===== src/shared/txf_pkg.sv =====
// txf_pkg: constants for the transmit fifo length and control-cell interrupt registers.
// assumes a 32-bit apb slave with register word index = byte address / 4.
`default_nettype none
package txf_pkg;
    // widths
    localparam int ADDR_W = 12;
    localparam int DATA_W = 32;
    localparam int REG_W  = 16;
    localparam int NGRP   = 8;
    localparam int NLINK  = 16;
    localparam int NPAIRL = 8;
    localparam int NPAIRG = 4;
    localparam int LEN_W  = 4;
    localparam int PAIR_W = 12;
    localparam int FILL_W = 5;
    localparam int FREE_W = 7;
    localparam int SEL_W  = 6;
    localparam int IDX_W  = 10;

    // register indices (byte address is four times the index)
    localparam logic [IDX_W-1:0] IDX_XFER_FLAG  = 10'h086;
    localparam logic [IDX_W-1:0] IDX_FRAME_FLAG = 10'h087;
    localparam logic [IDX_W-1:0] IDX_XFER_MASK  = 10'h088;
    localparam logic [IDX_W-1:0] IDX_FRAME_MASK = 10'h089;
    localparam logic [IDX_W-1:0] IDX_LINK_FIRST = 10'h08b;
    localparam logic [IDX_W-1:0] IDX_LINK_LAST  = 10'h092;
    localparam logic [IDX_W-1:0] IDX_GRP_FIRST  = 10'h093;
    localparam logic [IDX_W-1:0] IDX_GRP_LAST   = 10'h096;
    localparam logic [IDX_W-1:0] IDX_FIFO_SEL   = 10'h09b;
    localparam logic [IDX_W-1:0] IDX_EVT_STAT   = 10'h0a0;

    // reset values
    localparam logic [NGRP-1:0]   RST_MASK = 8'h00;
    localparam logic [PAIR_W-1:0] RST_PAIR = 12'h101;
    localparam logic [SEL_W-1:0]  RST_SEL  = 6'h00;
    localparam logic              RST_FLAG = 1'b1;

    // pair register field positions
    localparam int PAIR_LO_LSB = 0;
    localparam int PAIR_HI_LSB = 8;

    // event status layout: transfer done in low byte, frame indication in high byte
    localparam int EVT_FRAME_LSB = 8;

    // fifo select code classes, taken from select bits 5:4
    localparam logic [1:0]       SEL_CLS_LINK = 2'h0;
    localparam logic [1:0]       SEL_CLS_GRP  = 2'h1;
    localparam logic [1:0]       SEL_CLS_ICP  = 2'h2;
    localparam logic [SEL_W-1:0] SEL_FREE     = 6'h18;
endpackage : txf_pkg
`default_nettype wire


===== src/hdl/txf_regs.sv =====
// txf_regs: apb register bank for transmit fifo lengths and control-cell interrupts.
// assumes the transmit engine and fifos run on clk and report lengths combinationally.
//
// Behaviour
// - transfer mask bit enables group completion interrupt
// - frame mask bit enables group frame interrupt
// - mask upper byte reads zero
// - masks reset to all cleared
// - eight link pair registers, reset 0x0101
// - link N low nibble, N+8 bits 11:8
// - four group pair registers, reset 0x0101
// - group N low nibble, N+4 bits 11:8
// - select codes pick link, group, free fifo
// - codes 0x20-0x2f pick modifier length
// - free length 6:0, others 4:0
// - transfer flag zero while busy, one done
// - frame flag zero when armed, one sent
`timescale 1ns/100ps
`default_nettype none
module txf_regs (
    input  wire logic                                        clk,
    input  wire logic                                        sys_rst,
    // apb slave
    input  wire logic                                        psel,
    input  wire logic                                        penable,
    input  wire logic                                        pwrite,
    input  wire logic [txf_pkg::ADDR_W-1:0]                  paddr,
    input  wire logic [txf_pkg::DATA_W-1:0]                  pwdata,
    input  wire logic [3:0]                                  pstrb,
    output var  logic [txf_pkg::DATA_W-1:0]                  prdata,
    output logic                                             pready,
    output logic                                             pslverr,
    // transmit engine events
    input  wire logic [txf_pkg::NGRP-1:0]                    xfer_done,
    input  wire logic [txf_pkg::NGRP-1:0]                    frame_sent,
    output logic      [txf_pkg::NGRP-1:0]                    xfer_start,
    output logic      [txf_pkg::NGRP-1:0]                    frame_arm,
    // fifo length settings
    output logic      [txf_pkg::NLINK-1:0][txf_pkg::LEN_W-1:0] link_depth,
    output logic      [txf_pkg::NGRP-1:0][txf_pkg::LEN_W-1:0]  group_depth,
    // current fifo fill levels
    input  wire logic [txf_pkg::NLINK-1:0][txf_pkg::FILL_W-1:0] link_fill,
    input  wire logic [txf_pkg::NGRP-1:0][txf_pkg::FILL_W-1:0]  group_fill,
    input  wire logic [txf_pkg::NLINK-1:0][txf_pkg::FILL_W-1:0] icp_mod_fill,
    input  wire logic [txf_pkg::FREE_W-1:0]                  free_fill,
    // interrupt
    output logic                                             irq
);
    // group count, used by the internal per-group vectors
    localparam int NG = txf_pkg::NGRP;

    logic [txf_pkg::IDX_W-1:0]  widx;
    logic                       setup;
    logic                       wr;
    logic [txf_pkg::REG_W-1:0]  rd_val;
    logic                       rd_hit;
    logic                       hit_link;
    logic                       hit_grp;
    logic [2:0]                 link_sel;
    logic [1:0]                 grp_sel;
    logic [txf_pkg::IDX_W-1:0]  link_off;
    logic [txf_pkg::IDX_W-1:0]  grp_off;
    // single-register hits and their write strobes
    logic                       hit_xflag;
    logic                       hit_fflag;
    logic                       hit_xmask;
    logic                       hit_fmask;
    logic                       hit_sel;
    logic                       hit_evt;
    logic                       wr_xflag;
    logic                       wr_fflag;
    logic                       wr_xmask;
    logic                       wr_fmask;
    logic                       wr_sel;
    logic                       wr_evt;

    logic [NG-1:0]              xfer_mask;
    logic [NG-1:0]              frame_mask;
    logic [txf_pkg::SEL_W-1:0]  fifo_sel;
    logic [txf_pkg::PAIR_W-1:0] link_pair [txf_pkg::NPAIRL];
    logic [txf_pkg::PAIR_W-1:0] grp_pair  [txf_pkg::NPAIRG];

    logic [NG-1:0]              xfer_flag;
    logic [NG-1:0]              frame_flag;
    logic [NG-1:0]              xfer_evt;
    logic [NG-1:0]              frame_evt;
    logic [2*NG-1:0]            evt_stat;
    logic [2*NG-1:0]            evt_clr;

    logic [txf_pkg::REG_W-1:0]  wval_link;
    logic [txf_pkg::REG_W-1:0]  wval_grp;
    logic [txf_pkg::REG_W-1:0]  wval_sel_xm;
    logic [txf_pkg::REG_W-1:0]  wval_sel_fm;
    logic [txf_pkg::REG_W-1:0]  wval_sel;
    logic [txf_pkg::FREE_W-1:0] fill_rd;
    logic [1:0]                 sel_cls;
    logic [3:0]                 sel_num;

    // merge the two low byte lanes into the current value of a 16-bit register
    // lanes 2 and 3 are ignored: every register here is sixteen bits
    function automatic logic [15:0] lane_merge(input logic [15:0] old,
                                               input logic [31:0] wd,
                                               input logic [3:0]  st);
        logic [15:0] res;
        res[7:0]  = st[0] ? wd[7:0]  : old[7:0];
        res[15:8] = st[1] ? wd[15:8] : old[15:8];
        return res;
    endfunction : lane_merge

    // apb decode; zero wait states, so the slave is always ready
    // an unmapped place is refused at once with pslverr
    assign widx     = paddr[txf_pkg::ADDR_W-1:2];
    assign setup    = psel & ~penable;
    assign wr       = psel & penable & pwrite & rd_hit;
    assign pready   = 1'b1;
    assign pslverr  = psel & penable & ~rd_hit;
    assign hit_link = (widx >= txf_pkg::IDX_LINK_FIRST) && (widx <= txf_pkg::IDX_LINK_LAST);
    assign hit_grp  = (widx >= txf_pkg::IDX_GRP_FIRST) && (widx <= txf_pkg::IDX_GRP_LAST);
    assign link_off = widx - txf_pkg::IDX_LINK_FIRST;
    assign grp_off  = widx - txf_pkg::IDX_GRP_FIRST;
    assign link_sel = link_off[2:0];
    assign grp_sel  = grp_off[1:0];

    // one compare per register, shared by write strobes and read decode
    assign hit_xflag = (widx == txf_pkg::IDX_XFER_FLAG);
    assign hit_fflag = (widx == txf_pkg::IDX_FRAME_FLAG);
    assign hit_xmask = (widx == txf_pkg::IDX_XFER_MASK);
    assign hit_fmask = (widx == txf_pkg::IDX_FRAME_MASK);
    assign hit_sel   = (widx == txf_pkg::IDX_FIFO_SEL);
    assign hit_evt   = (widx == txf_pkg::IDX_EVT_STAT);

    // write strobes; wr already drops refused places
    assign wr_xflag  = wr & hit_xflag;
    assign wr_fflag  = wr & hit_fflag;
    assign wr_xmask  = wr & hit_xmask;
    assign wr_fmask  = wr & hit_fmask;
    assign wr_sel    = wr & hit_sel;
    assign wr_evt    = wr & hit_evt;

    // merged write values per register view
    // a lane left out keeps its stored byte
    assign wval_sel_xm = lane_merge({8'h00, xfer_mask}, pwdata, pstrb);
    assign wval_sel_fm = lane_merge({8'h00, frame_mask}, pwdata, pstrb);
    assign wval_link   = lane_merge({4'h0, link_pair[link_sel]}, pwdata, pstrb);
    assign wval_grp    = lane_merge({4'h0, grp_pair[grp_sel]}, pwdata, pstrb);
    assign wval_sel    = lane_merge({10'h000, fifo_sel}, pwdata, pstrb);

    txf_field_reg #(.W(NG), .RST_VAL(txf_pkg::RST_MASK)) u_xfer_mask (
        .clk     (clk),
        .sys_rst (sys_rst),
        .wr_en   (wr_xmask),
        .wdata   (wval_sel_xm[NG-1:0]),
        .q       (xfer_mask)
    );

    txf_field_reg #(.W(NG), .RST_VAL(txf_pkg::RST_MASK)) u_frame_mask (
        .clk     (clk),
        .sys_rst (sys_rst),
        .wr_en   (wr_fmask),
        .wdata   (wval_sel_fm[NG-1:0]),
        .q       (frame_mask)
    );

    // the select is write-only; a read returns the chosen length
    // select field write
    txf_field_reg #(.W(txf_pkg::SEL_W), .RST_VAL(txf_pkg::RST_SEL)) u_fifo_sel (
        .clk     (clk),
        .sys_rst (sys_rst),
        .wr_en   (wr_sel),
        .wdata   (wval_sel[txf_pkg::SEL_W-1:0]),
        .q       (fifo_sel)
    );

    // pair registers; bits 7:4 are stored as written and steer nothing
    // link N+8 and group N+4 use bits 11:8 of the same word
    genvar gi;
    generate
        for (gi = 0; gi < txf_pkg::NPAIRL; gi++) begin : g_link
            txf_field_reg #(.W(txf_pkg::PAIR_W), .RST_VAL(txf_pkg::RST_PAIR)) u_pair (
                .clk     (clk),
                .sys_rst (sys_rst),
                .wr_en   (wr && hit_link && link_sel == gi),
                .wdata   (wval_link[txf_pkg::PAIR_W-1:0]),
                .q       (link_pair[gi])
            );
            assign link_depth[gi]     = link_pair[gi][txf_pkg::PAIR_LO_LSB +: txf_pkg::LEN_W];
            assign link_depth[gi + txf_pkg::NPAIRL] =
                link_pair[gi][txf_pkg::PAIR_HI_LSB +: txf_pkg::LEN_W];
        end
        for (gi = 0; gi < txf_pkg::NPAIRG; gi++) begin : g_grp
            txf_field_reg #(.W(txf_pkg::PAIR_W), .RST_VAL(txf_pkg::RST_PAIR)) u_pair (
                .clk     (clk),
                .sys_rst (sys_rst),
                .wr_en   (wr && hit_grp && grp_sel == gi),
                .wdata   (wval_grp[txf_pkg::PAIR_W-1:0]),
                .q       (grp_pair[gi])
            );
            assign group_depth[gi]     = grp_pair[gi][txf_pkg::PAIR_LO_LSB +: txf_pkg::LEN_W];
            assign group_depth[gi + txf_pkg::NPAIRG] =
                grp_pair[gi][txf_pkg::PAIR_HI_LSB +: txf_pkg::LEN_W];
        end
        for (gi = 0; gi < NG; gi++) begin : g_evt
            // a zero in lane 0 opens a request; a one does nothing
            // transfer flag cycle
            txf_evt_cell u_xfer (
                .clk     (clk),
                .sys_rst (sys_rst),
                .arm     (wr_xflag && pstrb[0] && !pwdata[gi]),
                .done    (xfer_done[gi]),
                .clr     (evt_clr[gi]),
                .flag    (xfer_flag[gi]),
                .sticky  (xfer_evt[gi]),
                .start   (xfer_start[gi])
            );
            // frame indication arms the same way on its own register
            // frame flag cycle
            txf_evt_cell u_frame (
                .clk     (clk),
                .sys_rst (sys_rst),
                .arm     (wr_fflag && pstrb[0] && !pwdata[gi]),
                .done    (frame_sent[gi]),
                .clr     (evt_clr[gi + txf_pkg::EVT_FRAME_LSB]),
                .flag    (frame_flag[gi]),
                .sticky  (frame_evt[gi]),
                .start   (frame_arm[gi])
            );
        end
    endgenerate

    // write-one-to-clear of the sticky events, per byte lane
    // an event landing in the clearing cycle survives, so none is lost
    assign evt_clr  = wr_evt ?
                      {pstrb[1] ? pwdata[15:8] : 8'h00, pstrb[0] ? pwdata[7:0] : 8'h00} :
                      16'h0000;
    assign evt_stat = {frame_evt, xfer_evt};

    // level output: high until the event or its enable is cleared
    // masked interrupt level
    assign irq = |(xfer_evt & xfer_mask) | |(frame_evt & frame_mask);

    // fifo length readback mux; unlisted codes read zero
    // so a bad select shows as zero, never as a neighbour's length
    assign sel_cls = fifo_sel[5:4];
    assign sel_num = fifo_sel[3:0];
    assign fill_rd =
        (fifo_sel == txf_pkg::SEL_FREE)                  ? free_fill :
        (sel_cls == txf_pkg::SEL_CLS_LINK)               ? {2'b00, link_fill[sel_num]} :
        (sel_cls == txf_pkg::SEL_CLS_GRP && !sel_num[3]) ? {2'b00, group_fill[sel_num[2:0]]} :
        (sel_cls == txf_pkg::SEL_CLS_ICP)                ? {2'b00, icp_mod_fill[sel_num]} :
                                                           7'h00;

    // read decode; unused high bits always zero
    always_comb begin
        rd_val = 16'h0000;
        rd_hit = 1'b1;
        if (hit_xflag) begin
            rd_val = {8'h00, xfer_flag};
        end else if (hit_fflag) begin
            rd_val = {8'h00, frame_flag};
        end else if (hit_xmask) begin
            rd_val = {8'h00, xfer_mask};
        end else if (hit_fmask) begin
            rd_val = {8'h00, frame_mask};
        end else if (hit_link) begin
            rd_val = {4'h0, link_pair[link_sel]};
        end else if (hit_grp) begin
            rd_val = {4'h0, grp_pair[grp_sel]};
        end else if (hit_sel) begin
            rd_val = {9'h000, fill_rd};
        end else if (hit_evt) begin
            rd_val = evt_stat;
        end else begin
            rd_hit = 1'b0;
        end
    end

    // read data captured in the setup cycle so it is a flop in the access cycle
    // trade-off: the value is the one seen a cycle before completion
    always_ff @(posedge clk) begin
        if (sys_rst) begin
            prdata <= 32'h0000_0000;
        end else if (setup) begin
            prdata <= {16'h0000, rd_val};
        end
    end

    // bits 7:4 of the pair registers belong to software, which writes zero;
    // nothing downstream reads them, so a stray value there is harmless
endmodule : txf_regs
`default_nettype wire


===== src/hdl/txf_field_reg.sv =====
// txf_field_reg: one software-written field with a constant reset value.
// assumes the write strobe comes from the apb decode on the same clock.
`timescale 1ns/100ps
`default_nettype none
module txf_field_reg #(
    parameter int             W       = 8,
    parameter logic [W-1:0]   RST_VAL = '0
) (
    input  wire logic         clk,
    input  wire logic         sys_rst,
    input  wire logic         wr_en,
    input  wire logic [W-1:0] wdata,
    output var  logic [W-1:0] q
);
    // plain storage; reserved bits are kept as written
    always_ff @(posedge clk) begin
        if (sys_rst) begin
            q <= RST_VAL;
        end else if (wr_en) begin
            q <= wdata;
        end
    end
endmodule : txf_field_reg
`default_nettype wire


===== src/hdl/txf_evt_cell.sv =====
// txf_evt_cell: one group's start/arm flag with its sticky completion event.
// assumes done is a one-cycle pulse from the transmit engine on clk.
`timescale 1ns/100ps
`default_nettype none
module txf_evt_cell (
    input  wire logic clk,
    input  wire logic sys_rst,
    input  wire logic arm,
    input  wire logic done,
    input  wire logic clr,
    output var  logic flag,
    output var  logic sticky,
    output var  logic start
);
    logic flag_nxt;
    logic rise;

    // a new arm wins over a done in the same cycle: the new request is still open
    assign flag_nxt = arm ? 1'b0 : (done ? 1'b1 : flag);
    // only a completion of an open request counts as an event
    assign rise     = done & ~flag & ~arm;

    // flag reads zero while open, one once complete
    always_ff @(posedge clk) begin
        if (sys_rst) begin
            flag <= txf_pkg::RST_FLAG;
        end else begin
            flag <= flag_nxt;
        end
    end

    // sticky event; a set in the clearing cycle wins
    always_ff @(posedge clk) begin
        if (sys_rst) begin
            sticky <= 1'b0;
        end else begin
            sticky <= rise | (sticky & ~clr);
        end
    end

    // one-cycle start pulse toward the transmit engine
    always_ff @(posedge clk) begin
        if (sys_rst) begin
            start <= 1'b0;
        end else begin
            start <= arm;
        end
    end
endmodule : txf_evt_cell
`default_nettype wire


===== config.mk =====
export PLATFORM = sky130hd
export DESIGN_NAME = txf_regs
export DESIGN_NICKNAME = d
export VERILOG_FILES = /design/src/shared/txf_pkg.sv /design/src/hdl/txf_regs.sv /design/src/hdl/txf_field_reg.sv /design/src/hdl/txf_evt_cell.sv
export SDC_FILE = /design/constraint.sdc
export NUM_CORES = 1
export LEC_CHECK = 0
export BUFFER_PORTS_ARGS = -buffer_cell sky130_fd_sc_hd__buf_2
export CAP_MARGIN = 10
export CORE_MARGIN = 3
export CORE_UTILIZATION = 32
export CTS_BUF_LIST = sky130_fd_sc_hd__clkbuf_16
export CTS_CLUSTER_SIZE = 14
export DETAILED_ROUTE_END_ITERATION = 10
export HOLD_SLACK_MARGIN = 0.08
export PLACE_DENSITY_LB_ADDON = 0.08
export RECOVER_POWER = 100
export SLEW_MARGIN = 20
export SYNTH_ARGS = -nofsm -noshare
export SYNTH_HDL_FRONTEND = slang
export SYNTH_SLANG_ARGS = --single-unit

===== constraint.sdc =====
create_clock -name clk -period 4.05 [get_ports clk]
set_input_delay 1.0125 -clock clk [delete_from_list [all_inputs] [get_ports clk]]
set_output_delay 1.0125 -clock clk [all_outputs]
set_load 0.01 [all_outputs]

==> impl_metrics.py <==
metrics = {
    "power": {
        "leakage_nw": 5.869,
        "vdd_drop_max_v": 0.0002694,
        "power_density_nw_per_um2": 333.1,
    },
    "die": {
        "num_io_pins": 423,
        "die_y_um": 207.6,
        "design.die.area_sq_um": 43110,
        "core_area_sq_um": 39910,
        "start_util": 0.3259,
        "die_width_um": 207.6,
        "placementRows": 73,
    },
    "critical_path": {
        "slowest_delay_ns": 0.60,
        "worstPathCellList": "buf_2 > or4b_4 > nor3_2 > clkbuf_1 > and3_1 > nor4_2 > buf_4 > clkbuf_1",
        "worst-path-buf-inv": 4,
        "worst-path-stages": 8,
        "critPathLaunchType": "input pin",
        "r2r_cells": 5,
        "path_class": "in -> out",
        "critPathTopFamily": "simple AND/OR/NAND/NOR gates",
        "end_kind": "output port",
        "crit_fanout": 9,
        "cp_common_cell": "clkbuf_1",
        "required_ns": 3.04,
        "arrival_ns": 2.95,
        "slowest_stage": "or4b_4",
    },
    "placed_design": {
        "port_buffers": 385,
        "routabilityCongestion": 0.9214,
        "placed_cells": 2189,
        "pre_cts_ws_ns": 0.1798,
        "place_area_sq_um": 14660,
        "hpwl_um": 39070,
    },
    "run": {
        "maxCapViolations": 0,
    },
    "logic_synthesis": {
        "avgSynthCellArea_sq_um": 8.972,
        "synth_top_area_cell": "dfxtp_1",
        "yosysUniqueCellTypes": 55,
        "synthAdderAreaFrac": 0.004809,
        "synthFlopType": "dfxtp_1",
        "yosysSeqAreaShare": 0.3539,
        "yosysMostFrequentCell": "nand2_1",
        "synth_top_family_by_area": "multiplexers",
        "synthXorXnorAreaFrac": 0.0006733,
        "synth_area_sq_um": 13010,
        "synthTopCellsByArea": "dfxtp_1 35%, mux4_2 13%, buf_4 7.5%, nand2_1 7.1%, mux2i_1 6.6%",
        "synth_mux_area_frac": 0.2280,
        "ys_seq_elements": 230,
        "synth_edf_count": 0,
        "ys.warnings.count": 0,
        "yosys.area_share.simple": 0.1640,
        "yosys-top-cells-count": "246 x nand2_1, 230 x dfxtp_1, 130 x buf_4",
        "synth_cells": 1450,
        "async_reset_ff_frac": 0,
        "synth_top_area_frac": 0.3539,
        "synth_compound_area_frac": 0.1387,
    },
    "global_routing": {
        "grtUsageTotal": 0.2312,
        "grt_max_degree": 132,
        "grt_pass1_wl_um": 76820,
        "grt_pass1_vias": 11750,
        "antenna_found_initial": 3,
        "globalRouteOverflowTotal": 0,
    },
    "timing": {
        "fmax_mhz": 252.4,
        "finalHoldViolCount": 0,
        "setup_slack_ns": 0.08861,
        "relSlewSlack": 0.3264,
        "period_share": 0.9781,
        "tns_ns": 0,
        "fin_crit_ns": 3.961,
        "slew_violations": 0,
        "finalClockSkew_ns": 0.01611,
        "worstMarginPinSlew_ns": 1.007,
        "finalSetupViolCount": 0,
        "grt_setup_unrepaired": "no",
    },
    "finish": {
        "nFillCells": 4181,
        "nets": 1975,
        "synthToLayoutAreaGrowth_pct": 17.58,
        "stdcell_count": 2241,
        "drive_gt1_frac": 0.2461,
        "stdcell_area_sq_um": 15300,
    },
    "clock_network": {
        "clock_latency_ns": 0.55,
        "clockBufferDepth": 3,
        "cts_sinks": 230,
        "cts_tree": "done",
        "htree_levels": 1,
        "cts_root_buf": "clkbuf_16",
        "cts.clk_slew.worst_paths_ns": 0.06,
        "cts_buffers": 28,
    },
    "drt": {
        "detail-route-antenna-nets": 0,
        "route.detailed.drc": 0,
        "viasPerCell": 5.304,
        "firstDrtPassIters": 5,
        "drt_iter0_markers": 1027,
        "routed_wl_um": 52220,
        "dr_total_vias": 11890,
        "wl_per_cell_um": 23.30,
    },
    "min_path": {
        "hold_path.class": "reg -> reg",
        "min_path_cells": 2,
    },
    "outcome": {
        "status": "finished, final reports clean",
    },
}
==> metal layers <==
| metal | vias up | track usage | routed length [um] |
|---|---|---|---|
| met3 | 62 | 0.05456 | 4003 |
| met2 | 431 | 0.3435 | 22430 |
| li1 | 5524 | - | - |
| met1 | 5868 | 0.3447 | 24780 |
| met4 | 2 | 0.04325 | 989 |
| met5 | - | 0 | 13 |
==> what timing repair did <==
action / CTS / global route
hold buffers: 0 / 0
gates resized for setup: 0 / 1
endpoints found under the setup margin: 0 / 1
setup buffers: 0 / 0
==> stage by stage <==
stage	power, mW	hold slack [ns]	util
finish	5.094	0.4542	0.3832
global route	5.284	0.4731	0.3832
CTS	5.161	0.4555	0.3887
detailed placement	2.773	0.4472	0.3672
global placement	2.771	0.4388	0.3672
floorplan	2.538	0.4331	-
==> cell families after synthesis <==
logic type | after synthesis
compound gates | 280
simple gates | 493
xor+xnor | 1
other cells | 2
fa+ha+maj | 5
buf+inv | 242
mux | 197
flops | 230
==> worst paths after layout <==
kind	slack [ns]	end	from
worst max register to register	1.39	prdata[2]	u_fifo_sel.q[0]
worst min register to register	0.45	g_link[6].u_pair.q[7]	g_link[6].u_pair.q[7]
worst min-delay path	0.45	g_link[6].u_pair.q[7]	g_link[6].u_pair.q[7]
worst max-delay path	0.09	pslverr	paddr[8]
==> power breakdown <==
part / total (mW) / switching (mW) / leakage, nW / internal (mW)
sequential: 2.26 / 0.00130 / 1.85 / 2.26
clock: 2.38 / 1.01 / 0.453 / 1.37
combinational: 0.452 / 0.264 / 3.56 / 0.187
==> cell usage in the layout (no fill, tap or decap), types with 8 or more instances in the layout <==
master and instances:
nor2_1 129, o21ai_0 31, nor3_1 8, nor2b_1 20, a221oi_1 8, a211o_1 24, nand2b_1 21, dfxtp_1 228
a22oi_1 14, buf_4 32, nand3_1 29, a31oi_1 20, mux2i_1 86, buf_2 254, mux2_1 28, nand2_1 246
clkbuf_1 139, o22ai_1 16, or3_1 17, a21oi_1 115, clkbuf_16 28, inv_1 20, mux4_2 76, a311oi_1 8
conb_1 17
==> worst register-to-register path, cell delays in order (launching register included) <==
cell and delay, ns:
dfxtp_4 0.73, mux4_2 0.63, mux4_2 0.52, nand2b_1 0.19, a31oi_1 0.32, o22ai_1 0.12
==> area by class of cell <==
class	count	area, sq um	area share
Sequential cell	230	4609	0.3014
Timing Repair Buffer	429	2090	0.1366
Multi-Input combinational cell	993	7034	0.4599
Antenna cell	1	2.502	0.0001636
Clock buffer	28	700.7	0.04581
Inverter	12	45.04	0.002945
Tap cell	525	656.9	0.04294
Clock inverter	23	157.7	0.01031
==> flip-flops by register name (all words and copies together), names as in the netlist <==
register              flops
g_evt.u_xfer.start        8
prdata                   16
g_evt.u_frame.start       8
g_evt.u_frame.sticky      8
u_frame_mask.q            8
g_grp.u_pair.q           48
g_evt.u_xfer.flag         8
u_xfer_mask.q             8
u_fifo_sel.q              6
g_evt.u_frame.flag        8
g_evt.u_xfer.sticky       8
g_link.u_pair.q          96
Power figures use the tool's default switching activity.
